===== src/verilog/fsabl_pkg.sv =====
// Constants, types and state codes shared by the fieldbus slave state and abort logic
// Notes on behaviour
// - Communication state machine has exactly four states: init, preop, safeop, op.
// - Init: master configures slave registers; no service or process data.
// - Preop: service-data requests are accepted and answered; process data inactive.
// - Safeop: input process data sent; received output data ignored, no motion.
// - Op: service data and both process-data directions active, outputs applied.
// - Master requests state changes; failed transition sets the error flag.
// - Init to preop starts service data; preop to init stops it.
// - Op to preop stops input and output updates, service data kept.
// - Safeop to init stops input updates and mailbox traffic.
// - Op to init stops inputs, outputs and service data together.
// - Only distributed-clock synchronised operation; master must provide it.
// - SYNC1 drives nothing; only SYNC0 paces cyclic work.
// - SYNC0 period must be 125 us, 250 us, 500 us, 1 ms or 2 ms.
// - Failed service-data read or write answers with a 32-bit abort code.
// - Codes for toggle unchanged, protocol timeout, bad command specifier.
// - Codes for unsupported access, read of write-only, write of read-only.
// - Code when subindex 00 must first be zero and is not.
// - Codes for absent object and absent subindex.
// - Codes for unmappable object and mapping exceeding process-data size.
// - Codes for length mismatch, length too long, length too short.
// - Codes for value out of range, too large, too small.
// - Codes for state forbids storing, and general error.
// - State reported one-hot: 1 init, 2 preop, 4 safeop, 8 op.
package fsabl_pkg;

  typedef enum {ST_INIT, ST_PREOP, ST_SAFEOP, ST_OP} fsabl_state_type;

  localparam logic [3:0] CODE_INIT = 4'h1;
  localparam logic [3:0] CODE_PREOP = 4'h2;
  localparam logic [3:0] CODE_SAFEOP = 4'h4;
  localparam logic [3:0] CODE_OP = 4'h8;

  typedef enum logic [4:0] {
    CAUSE_NONE, CAUSE_TOGGLE, CAUSE_TIMEOUT, CAUSE_BAD_CMD, CAUSE_NO_ACCESS,
    CAUSE_READ_WO, CAUSE_WRITE_RO, CAUSE_SUB0_NONZERO, CAUSE_NO_OBJECT,
    CAUSE_NO_SUBINDEX, CAUSE_NOT_MAPPABLE, CAUSE_MAP_TOO_LONG, CAUSE_LEN_MISMATCH,
    CAUSE_LEN_HIGH, CAUSE_LEN_LOW, CAUSE_VALUE_RANGE, CAUSE_VALUE_HIGH,
    CAUSE_VALUE_LOW, CAUSE_STATE_BLOCKS, CAUSE_GENERAL
  } fsabl_cause_type;

  localparam logic [31:0] ABORT_TOGGLE = 32'h05030000;
  localparam logic [31:0] ABORT_TIMEOUT = 32'h05040000;
  localparam logic [31:0] ABORT_BAD_CMD = 32'h05040001;
  localparam logic [31:0] ABORT_NO_ACCESS = 32'h06010000;
  localparam logic [31:0] ABORT_READ_WO = 32'h06010001;
  localparam logic [31:0] ABORT_WRITE_RO = 32'h06010002;
  localparam logic [31:0] ABORT_SUB0_NONZERO = 32'h06010003;
  localparam logic [31:0] ABORT_NO_OBJECT = 32'h06020000;
  localparam logic [31:0] ABORT_NOT_MAPPABLE = 32'h06040041;
  localparam logic [31:0] ABORT_MAP_TOO_LONG = 32'h06040042;
  localparam logic [31:0] ABORT_LEN_MISMATCH = 32'h06070010;
  localparam logic [31:0] ABORT_LEN_HIGH = 32'h06070012;
  localparam logic [31:0] ABORT_LEN_LOW = 32'h06070013;
  localparam logic [31:0] ABORT_NO_SUBINDEX = 32'h06090011;
  localparam logic [31:0] ABORT_VALUE_RANGE = 32'h06090030;
  localparam logic [31:0] ABORT_VALUE_HIGH = 32'h06090031;
  localparam logic [31:0] ABORT_VALUE_LOW = 32'h06090032;
  localparam logic [31:0] ABORT_GENERAL = 32'h08000000;
  localparam logic [31:0] ABORT_STATE_BLOCKS = 32'h08000022;

  localparam logic [2:0] CMD_DN_SEG = 3'h0;
  localparam logic [2:0] CMD_DN_INIT = 3'h1;
  localparam logic [2:0] CMD_UP_INIT = 3'h2;
  localparam logic [2:0] CMD_UP_SEG = 3'h3;
  localparam logic [2:0] CMD_ABORT = 3'h4;

  localparam int CLK_MHZ = 250;
  localparam int SYNC_BASE_US = 125;
  localparam int SYNC_OPTIONS = 5;
  localparam int SYNC_JITTER_NS = 1000;
  localparam int SDO_TIMEOUT_MS = 100;
  localparam logic [19:0] SYNC_BASE_CYC = 20'(SYNC_BASE_US * CLK_MHZ);
  localparam logic [19:0] SYNC_TOL_CYC = 20'((SYNC_JITTER_NS * CLK_MHZ) / 1000);
  localparam logic [31:0] SDO_TIMEOUT_CYC = 32'(SDO_TIMEOUT_MS * CLK_MHZ * 1000);

endpackage : fsabl_pkg


===== src/verilog/fsabl_abort_enc.sv =====
// Abort cause to 32-bit abort code translation
`timescale 1ns/10ps
`default_nettype none
module fsabl_abort_enc (
  input wire fsabl_pkg::fsabl_cause_type cause,
  output logic [31:0] code
);
  import fsabl_pkg::*;

  always_comb begin
    case (cause)
      CAUSE_TOGGLE: code = ABORT_TOGGLE;
      CAUSE_TIMEOUT: code = ABORT_TIMEOUT;
      CAUSE_BAD_CMD: code = ABORT_BAD_CMD;
      CAUSE_NO_ACCESS: code = ABORT_NO_ACCESS;
      CAUSE_READ_WO: code = ABORT_READ_WO;
      CAUSE_WRITE_RO: code = ABORT_WRITE_RO;
      CAUSE_SUB0_NONZERO: code = ABORT_SUB0_NONZERO;
      CAUSE_NO_OBJECT: code = ABORT_NO_OBJECT;
      CAUSE_NO_SUBINDEX: code = ABORT_NO_SUBINDEX;
      CAUSE_NOT_MAPPABLE: code = ABORT_NOT_MAPPABLE;
      CAUSE_MAP_TOO_LONG: code = ABORT_MAP_TOO_LONG;
      CAUSE_LEN_MISMATCH: code = ABORT_LEN_MISMATCH;
      CAUSE_LEN_HIGH: code = ABORT_LEN_HIGH;
      CAUSE_LEN_LOW: code = ABORT_LEN_LOW;
      CAUSE_VALUE_RANGE: code = ABORT_VALUE_RANGE;
      CAUSE_VALUE_HIGH: code = ABORT_VALUE_HIGH;
      CAUSE_VALUE_LOW: code = ABORT_VALUE_LOW;
      CAUSE_STATE_BLOCKS: code = ABORT_STATE_BLOCKS;
      CAUSE_GENERAL: code = ABORT_GENERAL;
      CAUSE_NONE: code = 32'h00000000;
      default: code = ABORT_GENERAL;
    endcase
  end

endmodule : fsabl_abort_enc
`default_nettype wire


===== src/verilog/fsabl_sync_check.sv =====
// SYNC0 period measurement against the permitted cycle options
`timescale 1ns/10ps
`default_nettype none
module fsabl_sync_check #(
  parameter logic [19:0] BASE_CYC = fsabl_pkg::SYNC_BASE_CYC,
  parameter logic [19:0] TOL_CYC = fsabl_pkg::SYNC_TOL_CYC
) (
  input wire logic clk_sys,
  input wire logic sys_rst,
  input wire logic syncEdge,
  output logic periodOk,
  output logic periodErr
);
  import fsabl_pkg::*;

  logic [19:0] gapCount;
  logic seenEdge;
  logic [19:0] gapLimit;

  function automatic logic periodMatch(input logic [19:0] n);
    logic hit;
    hit = 1'b0;
    for (int k = 0; k < SYNC_OPTIONS; k++) begin
      if ((n + TOL_CYC >= (BASE_CYC << k)) && (n <= (BASE_CYC << k) + TOL_CYC)) begin
        hit = 1'b1;
      end
    end
    return hit;
  endfunction : periodMatch

  // Longest legal gap; beyond it the pulse train counts as lost
  assign gapLimit = (BASE_CYC << (SYNC_OPTIONS - 1)) + TOL_CYC;

  always_ff @(posedge clk_sys) begin
    if (sys_rst) begin
      gapCount <= 20'h00000;
      seenEdge <= 1'b0;
      periodOk <= 1'b0;
      periodErr <= 1'b0;
    end else begin
      periodErr <= 1'b0;
      if (syncEdge) begin
        gapCount <= 20'h00001;
        seenEdge <= 1'b1;
        if (seenEdge) begin
          periodOk <= periodMatch(gapCount);
          periodErr <= ~periodMatch(gapCount);
        end
      end else if (gapCount <= gapLimit) begin
        gapCount <= gapCount + 20'h00001;
      end else if (periodOk) begin
        periodOk <= 1'b0;
        periodErr <= 1'b1;
      end
    end
  end

endmodule : fsabl_sync_check
`default_nettype wire


===== src/verilog/fsabl_top.sv =====
// Slave communication state machine, SYNC0 pacing and service-data abort answers
`timescale 1ns/10ps
`default_nettype none
module fsabl_top #(
  parameter logic [19:0] SYNC_BASE = fsabl_pkg::SYNC_BASE_CYC,
  parameter logic [19:0] SYNC_TOL = fsabl_pkg::SYNC_TOL_CYC,
  parameter logic [31:0] SDO_TIMEOUT = fsabl_pkg::SDO_TIMEOUT_CYC
) (
  input wire logic clk_sys,
  input wire logic sys_rst,
  // Master state requests
  input wire logic stateReqValid,
  input wire logic [3:0] stateReq,
  input wire logic errAck,
  // Distributed-clock event pin
  input wire logic sync0Pin,
  // Process data from the link controller
  input wire logic rxPdoValid,
  // Service-data requests
  input wire logic sdoReqValid,
  input wire logic [2:0] sdoCmd,
  input wire logic sdoToggle,
  input wire logic sdoSegmented,
  input wire logic sdoLastSeg,
  input wire logic sdoNeedsPreop,
  input wire fsabl_pkg::fsabl_cause_type sdoCause,
  // State report
  output logic [3:0] commState,
  output logic errorFlag,
  output logic stateAck,
  output logic stateNak,
  // Exchange enables
  output logic sdoEnable,
  output logic mailboxEnable,
  output logic txPdoEnable,
  output logic rxPdoEnable,
  // Cyclic work
  output logic syncOk,
  output logic txPdoUpdate,
  output logic rxPdoApply,
  output logic rxPdoDropped,
  // Service-data answer
  output logic sdoRespValid,
  output logic sdoRespAbort,
  output logic [31:0] sdoAbortCode
);
  import fsabl_pkg::*;

  // ----------------------------------------------------------------
  // Declarations
  // ----------------------------------------------------------------
  fsabl_state_type state;
  fsabl_state_type next_state;
  fsabl_state_type reqTarget;
  logic reqOk;
  logic syncFault;
  logic sync0Meta;
  logic sync0Sync;
  logic sync0Last;
  logic sync0Edge;
  logic periodOk;
  logic periodErr;
  logic segActive;
  logic expToggle;
  logic [31:0] idleCount;
  logic timeoutHit;
  logic sdoTake;
  logic isSeg;
  logic isInit;
  fsabl_cause_type reqCause;
  fsabl_cause_type respCause;
  logic [31:0] respCode;

  // ----------------------------------------------------------------
  // Helpers
  // ----------------------------------------------------------------
  function automatic logic codeValid(input logic [3:0] code);
    return (code == CODE_INIT) || (code == CODE_PREOP) ||
           (code == CODE_SAFEOP) || (code == CODE_OP);
  endfunction : codeValid

  function automatic fsabl_state_type codeToState(input logic [3:0] code);
    case (code)
      CODE_PREOP: return ST_PREOP;
      CODE_SAFEOP: return ST_SAFEOP;
      CODE_OP: return ST_OP;
      default: return ST_INIT;
    endcase
  endfunction : codeToState

  function automatic logic [3:0] stateToCode(input fsabl_state_type s);
    case (s)
      ST_PREOP: return CODE_PREOP;
      ST_SAFEOP: return CODE_SAFEOP;
      ST_OP: return CODE_OP;
      default: return CODE_INIT;
    endcase
  endfunction : stateToCode

  // Supported transitions; a request for the present state is accepted as no change
  function automatic logic transitionOk(input fsabl_state_type cur, input fsabl_state_type tgt);
    logic ok;
    ok = 1'b0;
    if (cur == tgt) begin
      ok = 1'b1;
    end else begin
      case (cur)
        ST_INIT: ok = (tgt == ST_PREOP);
        ST_PREOP: ok = (tgt == ST_INIT) || (tgt == ST_SAFEOP);
        ST_SAFEOP: ok = (tgt == ST_PREOP) || (tgt == ST_OP) || (tgt == ST_INIT);
        ST_OP: ok = (tgt == ST_SAFEOP) || (tgt == ST_PREOP) || (tgt == ST_INIT);
        default: ok = 1'b0;
      endcase
    end
    return ok;
  endfunction : transitionOk

  // ----------------------------------------------------------------
  // SYNC0 input; SYNC1 has no pin since nothing may run from it
  // ----------------------------------------------------------------
  always_ff @(posedge clk_sys) begin
    if (sys_rst) begin
      sync0Meta <= 1'b0;
      sync0Sync <= 1'b0;
      sync0Last <= 1'b0;
    end else begin
      sync0Meta <= sync0Pin;
      sync0Sync <= sync0Meta;
      sync0Last <= sync0Sync;
    end
  end

  assign sync0Edge = sync0Sync & ~sync0Last;

  fsabl_sync_check #(
    .BASE_CYC(SYNC_BASE),
    .TOL_CYC(SYNC_TOL)
  ) u_sync_check (
    .clk_sys(clk_sys),
    .sys_rst(sys_rst),
    .syncEdge(sync0Edge),
    .periodOk(periodOk),
    .periodErr(periodErr)
  );

  // Losing a valid SYNC0 train while exchanging process data is a fault
  assign syncFault = periodErr & ((state == ST_SAFEOP) || (state == ST_OP));

  always_ff @(posedge clk_sys) begin
    if (sys_rst) begin
      syncOk <= 1'b0;
    end else begin
      syncOk <= periodOk;
    end
  end

  // ----------------------------------------------------------------
  // Communication state machine
  // ----------------------------------------------------------------
  assign reqTarget = codeToState(stateReq);

  // Free-run or event-driven operation is not offered: process-data states need SYNC0
  assign reqOk = codeValid(stateReq) && transitionOk(state, reqTarget) &&
                 (periodOk || (reqTarget == ST_INIT) || (reqTarget == ST_PREOP));

  always_comb begin
    next_state = state;
    if (syncFault && (state == ST_OP)) begin
      next_state = ST_SAFEOP;
    end else if (stateReqValid && reqOk) begin
      next_state = reqTarget;
    end
  end

  always_ff @(posedge clk_sys) begin
    if (sys_rst) begin
      state <= ST_INIT;
    end else begin
      state <= next_state;
    end
  end

  always_ff @(posedge clk_sys) begin
    if (sys_rst) begin
      commState <= CODE_INIT;
    end else begin
      commState <= stateToCode(next_state);
    end
  end

  always_ff @(posedge clk_sys) begin
    if (sys_rst) begin
      stateAck <= 1'b0;
      stateNak <= 1'b0;
    end else begin
      stateAck <= stateReqValid & reqOk & ~(syncFault & (state == ST_OP));
      stateNak <= stateReqValid & (~reqOk | (syncFault & (state == ST_OP)));
    end
  end

  // Set wins over the acknowledge so a fresh failure is never lost
  always_ff @(posedge clk_sys) begin
    if (sys_rst) begin
      errorFlag <= 1'b0;
    end else if ((stateReqValid && !reqOk) || syncFault) begin
      errorFlag <= 1'b1;
    end else if (errAck) begin
      errorFlag <= 1'b0;
    end
  end

  // ----------------------------------------------------------------
  // Exchange enables follow the state being entered
  // ----------------------------------------------------------------
  always_ff @(posedge clk_sys) begin
    if (sys_rst) begin
      sdoEnable <= 1'b0;
      mailboxEnable <= 1'b0;
    end else begin
      // Started on init to preop, stopped on any entry into init
      sdoEnable <= (next_state != ST_INIT);
      mailboxEnable <= (next_state != ST_INIT);
    end
  end

  always_ff @(posedge clk_sys) begin
    if (sys_rst) begin
      txPdoEnable <= 1'b0;
      rxPdoEnable <= 1'b0;
    end else begin
      // Preop and init hold both directions off
      txPdoEnable <= (next_state == ST_SAFEOP) || (next_state == ST_OP);
      rxPdoEnable <= (next_state == ST_OP);
    end
  end

  // ----------------------------------------------------------------
  // Cyclic process data: inputs paced by SYNC0 only, outputs taken on rxPdoValid
  // ----------------------------------------------------------------
  always_ff @(posedge clk_sys) begin
    if (sys_rst) begin
      txPdoUpdate <= 1'b0;
    end else begin
      txPdoUpdate <= sync0Edge & txPdoEnable & periodOk;
    end
  end

  // Output data outside op is swallowed so no motion comes from it
  always_ff @(posedge clk_sys) begin
    if (sys_rst) begin
      rxPdoApply <= 1'b0;
      rxPdoDropped <= 1'b0;
    end else begin
      rxPdoApply <= rxPdoValid & rxPdoEnable;
      rxPdoDropped <= rxPdoValid & ~rxPdoEnable;
    end
  end

  // ----------------------------------------------------------------
  // Service-data checking
  // ----------------------------------------------------------------
  // Requests in init are not seen at all: no answer is produced
  assign sdoTake = sdoReqValid & sdoEnable;
  assign isSeg = (sdoCmd == CMD_DN_SEG) || (sdoCmd == CMD_UP_SEG);
  assign isInit = (sdoCmd == CMD_DN_INIT) || (sdoCmd == CMD_UP_INIT);

  // Protocol checks come before the dictionary's own verdict
  always_comb begin
    reqCause = sdoCause;
    if (sdoCmd > CMD_ABORT) begin
      reqCause = CAUSE_BAD_CMD;
    end else if (isSeg && !segActive) begin
      reqCause = CAUSE_BAD_CMD;
    end else if (isSeg && (sdoToggle != expToggle)) begin
      reqCause = CAUSE_TOGGLE;
    end else if (sdoNeedsPreop && (state != ST_PREOP)) begin
      reqCause = CAUSE_STATE_BLOCKS;
    end
  end

  // A request in the same cycle as the timeout takes precedence
  always_comb begin
    respCause = CAUSE_NONE;
    if (sdoTake) begin
      respCause = reqCause;
    end else if (timeoutHit) begin
      respCause = CAUSE_TIMEOUT;
    end
  end

  assign timeoutHit = segActive && !sdoTake && (idleCount >= SDO_TIMEOUT - 32'h00000001);

  always_ff @(posedge clk_sys) begin
    if (sys_rst || !sdoEnable) begin
      idleCount <= 32'h00000000;
    end else if (!segActive || sdoTake) begin
      idleCount <= 32'h00000000;
    end else begin
      idleCount <= idleCount + 32'h00000001;
    end
  end

  // Segmented transfer bookkeeping; cleared whenever service data stops
  always_ff @(posedge clk_sys) begin
    if (sys_rst || !sdoEnable) begin
      segActive <= 1'b0;
      expToggle <= 1'b0;
    end else if (timeoutHit) begin
      segActive <= 1'b0;
    end else if (sdoTake) begin
      if (sdoCmd == CMD_ABORT) begin
        segActive <= 1'b0;
      end else if (reqCause != CAUSE_NONE) begin
        segActive <= 1'b0;
      end else if (isInit) begin
        segActive <= sdoSegmented;
        expToggle <= 1'b0;
      end else if (isSeg) begin
        expToggle <= ~expToggle;
        segActive <= ~sdoLastSeg;
      end
    end
  end

  fsabl_abort_enc u_abort_enc (
    .cause(respCause),
    .code(respCode)
  );

  // ----------------------------------------------------------------
  // Service-data answer
  // ----------------------------------------------------------------
  // A master abort is never answered
  always_ff @(posedge clk_sys) begin
    if (sys_rst) begin
      sdoRespValid <= 1'b0;
      sdoRespAbort <= 1'b0;
      sdoAbortCode <= 32'h00000000;
    end else begin
      sdoRespValid <= (sdoTake && (sdoCmd != CMD_ABORT)) || timeoutHit;
      sdoRespAbort <= (respCause != CAUSE_NONE);
      sdoAbortCode <= respCode;
    end
  end

endmodule : fsabl_top
`default_nettype wire


===== config.mk =====
export PLATFORM = sky130hd
export DESIGN_NAME = fsabl_top
export DESIGN_NICKNAME = d
export VERILOG_FILES = /design/src/verilog/fsabl_pkg.sv /design/src/verilog/fsabl_abort_enc.sv /design/src/verilog/fsabl_sync_check.sv /design/src/verilog/fsabl_top.sv
export SDC_FILE = /design/constraint.sdc
export NUM_CORES = 1
export LEC_CHECK = 0
export ABC_AREA = 0
export ABC_CLOCK_PERIOD_IN_PS = 3400
export CORE_ASPECT_RATIO = 1.2
export CORE_MARGIN = 5
export CORE_UTILIZATION = 40
export DETAILED_ROUTE_END_ITERATION = 12
export DONT_BUFFER_PORTS = 1
export PLACE_DENSITY = 0.66
export SYNTH_ARGS = -nofsm -noshare
export SYNTH_HDL_FRONTEND = slang
export SYNTH_SLANG_ARGS = --single-unit

===== constraint.sdc =====
create_clock -name clk_sys -period 3.4 [get_ports clk_sys]
set_input_delay 0 -clock clk_sys [delete_from_list [all_inputs] [get_ports clk_sys]]
set_output_delay 0 -clock clk_sys [all_outputs]
set_load 0.1 [all_outputs]

==> summary.txt <==
Yosys
  – Yosys cell types: 81
  – Synthesized cell area: 6350 µm²
  – #FFs+latches synth: 121
  – Number of synthesized flops with an enable pin: 0
  – Synth async-reset ratio: 0
  – Syn Inst Count: about 750
  – Sequential fraction of the synthesis area: 0.382
  – Post-Syn Area per Cell: approximately 8.5 µm²
  – Top_reg_cell synth: dfxtp_1
  – Syn. warnings: 0

Clocking
  – Cts bufs inserted: 17
  – CTS sink count: 121
  – CTS Root Cell: clkbuf_16
  – Longest Clk Path Bufs: 2
  – CTS tree: done
  – Htree depth: 4
  – Reg clk slew, reported paths: 60 ps
  – Latest clock arrival within the worst-skew pair: just over 400 ps

Global route
  – Met2 Use GR: 0.265
  – Vias in the first global route: around 5,000
  – Congestion Overflow GR: 0
  – Total GRT Usage: 0.163
  – Busiest grt layer: met2
  – Met1 Track Usage GR: 0.200
  – Initial antenna violation count: 0
  – M3 GR Usage: 0.0383
  – First-pass GRT wire length: 24,900 µm
  – Largest net degree at the start of global routing: 34

Setup path
  – Crit-path most repeated cell: buf_4
  – Worst EP required: 3700 ps
  – CP startpoint kind: flop
  – WP data arrival: around 3500 ps
  – CP max FO: 7
  – Critical path cell sequence: nor4_1 > nand4_1 > buf_4 > o41ai_4 > buf_4 > nand2b_1 > a21oi_1 > o22ai_2 > inv_1 > ha_1 > a31oi_1 > dlygate4sd3_1
  – Type of the worst setup path: reg2reg
  – Setup crit end kind: flop
  – Slowest-stage cell, CP: dlygate4sd3_1
  – Maximum single-stage delay on the critical path: approximately 620 ps

Layout
  – Filler Cell Count: 1,468
  – Final core occ: 0.471
  – FF+latch area: 2420 µm²
  – Post-route cell area: 7330 µm²
  – # diodes: 0
  – Fin cells: 982
  – Multi-input gate area: 3600 µm²
  – Layout cells sized above 1: 0.0956
  – Commonest non-fill, non-tap cell in the layout: dfxtp_1
  – Commonest non-fill, non-tap cells in the layout: dfxtp_1 (120), nor2_1 (88), nand2_1 (57)
  – Area delta synth->final: 15.5%
  – # nets final: 797

STA
  – RSZ-0062 raised after global routing: no
  – Worst rel slew slack: 0.313
  – Final worst path period share: 0.928
  – Final hold vios: 0
  – Clock skew: 7.31 ps
  – Max Fclk: 317 MHz
  – Final Critical Period: 3160 ps
  – Max Slew Vio Count: 0
  – Final WS setup: approximately 240 ps
  – Worst Tran Pin Value: 1030 ps
  – Post-route setup TNS: 0 ps
  – Final setup vio count: 0

Floorplanning
  – Overall die height: about 150 µm
  – I/O pin count: 72
  – Die X: ~120 µm
  – FP Rows: 50
  – DIE AREA: 18,500 µm²
  – Core area: about 16,000 µm²
  – Initial Util: 0.407

Power and ir drop
  – Max VDD drop: 0.394 mV
  – Static leakage: around 2.7 nW
  – Cell Pwr Density: 488 nW/µm²

Flow run
  – Max-cap violations: 0

Drt
  – Avg WL per Cell: 15.3 µm
  – Vias per inst: ~5.5
  – Initial DRT Pass Iterations: 5
  – WL final: 15,000 µm
  – ANT nets after route: 0
  – Iteration-0 DRC Markers: 394
  – Vias: 5,352
  – DRC Markers: 0

Placed design
  – Post-Place Cell Area: 6470 µm²
  – Buffers on Ports: 0
  – Placed cell count: 927
  – Post-DP HPWL: 10,300 µm
  – DP Worst Slack: about 460 ps
  – Gpl congestion: 0.934

Min path
  – Hold/Removal Path Class: in2reg

Status
  – Outcome: finished, final reports clean
==> flip-flops by register name (all words and copies together), names as in the netlist, 4 cells and up <==
register	cells
idleCount	32
commState	4
u_sync_check.gapCount	20
state	32
sdoAbortCode	13
==> where the power goes <==
| part | total (mW) | switching, mW | internal, mW |
|---|---|---|---|
| Combinational | 0.208 | 0.158 | 0.0501 |
| Sequential | 1.47 | 0.0381 | 1.43 |
| Clock | 1.91 | 0.716 | 1.19 |
==> cells by family (layout without fill, tap and decap cells) <==
family,after synthesis,in the layout,share of synthesized area
AO/OA/AOI/OAI,132,132,0.154
XOR/XNOR,66,66,0.0923
adder cells (fa/ha/maj),13,13,0.0256
buffers and inverters,80,90,0.0629
flip-flops,121,121,0.382
multiplexers,3,3,0.00493
other,1,19,0.000591
AND/OR/NAND/NOR,330,330,0.278
==> metrics by stage <==
stage | power, mW | hold slack, ps
2_1_floorplan | 1.68 | 112
3_3_place_gp | 1.68 | 75.2
3_5_place_dp | 1.68 | 75.0
4_1_cts | 3.61 | 3.75
5_1_grt | 3.70 | 48.8
6_report | 3.58 | 17.4
==> critical path, delay by kind of cell, from the launching register on <==
kind | cells | cell delay, ps
and+or+nand+nor | 3 | 540
adders and majority gates | 1 | 230
AOI/OAI and AO/OA | 4 | 780
buffers and inverters | 4 | 1170
DFF | 1 | 320
==> cells in the mapped netlist, types with 4 or more instances <==
library cell	n	area, µm²
a31oi_1	9	56.3
buf_4	20	150
a211oi_2	4	50.1
a211oi_1	7	52.6
dfxtp_1	121	2420
xnor2_1	29	254
and2_1	37	231
a21oi_1	31	155
or3_1	6	37.5
ha_1	13	163
nand2_1	57	214
a21o_1	5	37.5
o21ai_0	15	75.1
nand2b_1	7	43.8
nor4_1	15	93.8
nor3_1	17	85.1
buf_1	4	15.0
o21ai_1	8	40.0
and3_1	11	68.8
and4_1	6	52.6
nor2_1	88	330
xor2_1	36	315
nand3_1	27	135
nor2b_1	13	81.3
inv_1	18	67.6
buf_2	12	60.1
o22ai_1	4	25.0
nand4_1	16	100
and3b_1	4	35.0
o31ai_1	4	30.0
clkbuf_1	24	90.1
nor3b_1	6	45.0
==> worst paths after layout <==
| kind | to | cells after the start | start | slack [ps] |
|---|---|---|---|---|
| max reg2reg | sdoRespAbort | 12 | state[2] | 240 |
| min reg2reg | idleCount[0] | 1 | idleCount[0] | 450 |
| max | sdoRespAbort | 12 | state[2] | 240 |
| min | state[1] | 4 | stateReq[1] | 20 |
==> cell type report <==
class / count / share of cell area
sequential: 121 / 0.331
clock inverter: 14 / 0.0256
clock buffer: 18 / 0.0599
timing repair buffer: 40 / 0.0481
multi-input combinational: 563 / 0.491
tap: 208 / 0.0355
inverter: 18 / 0.00922
==> routing by layer <==
layer / wire (µm) / part of all wire
met1: 6640 / 0.44
met2: 7070 / 0.47
met3: 765 / 0.051
met4: 499 / 0.033
met5: 0 / 0
==> repair_timing <==
item	4_1_cts	5_1_grt
endpoints found under the hold margin	48	0
resized for setup	0	1
hold buffers	21	0
buffers inserted	0	2
setup endpoints to repair	0	2
No activity file was read; power rests on OpenSTA's default activity.
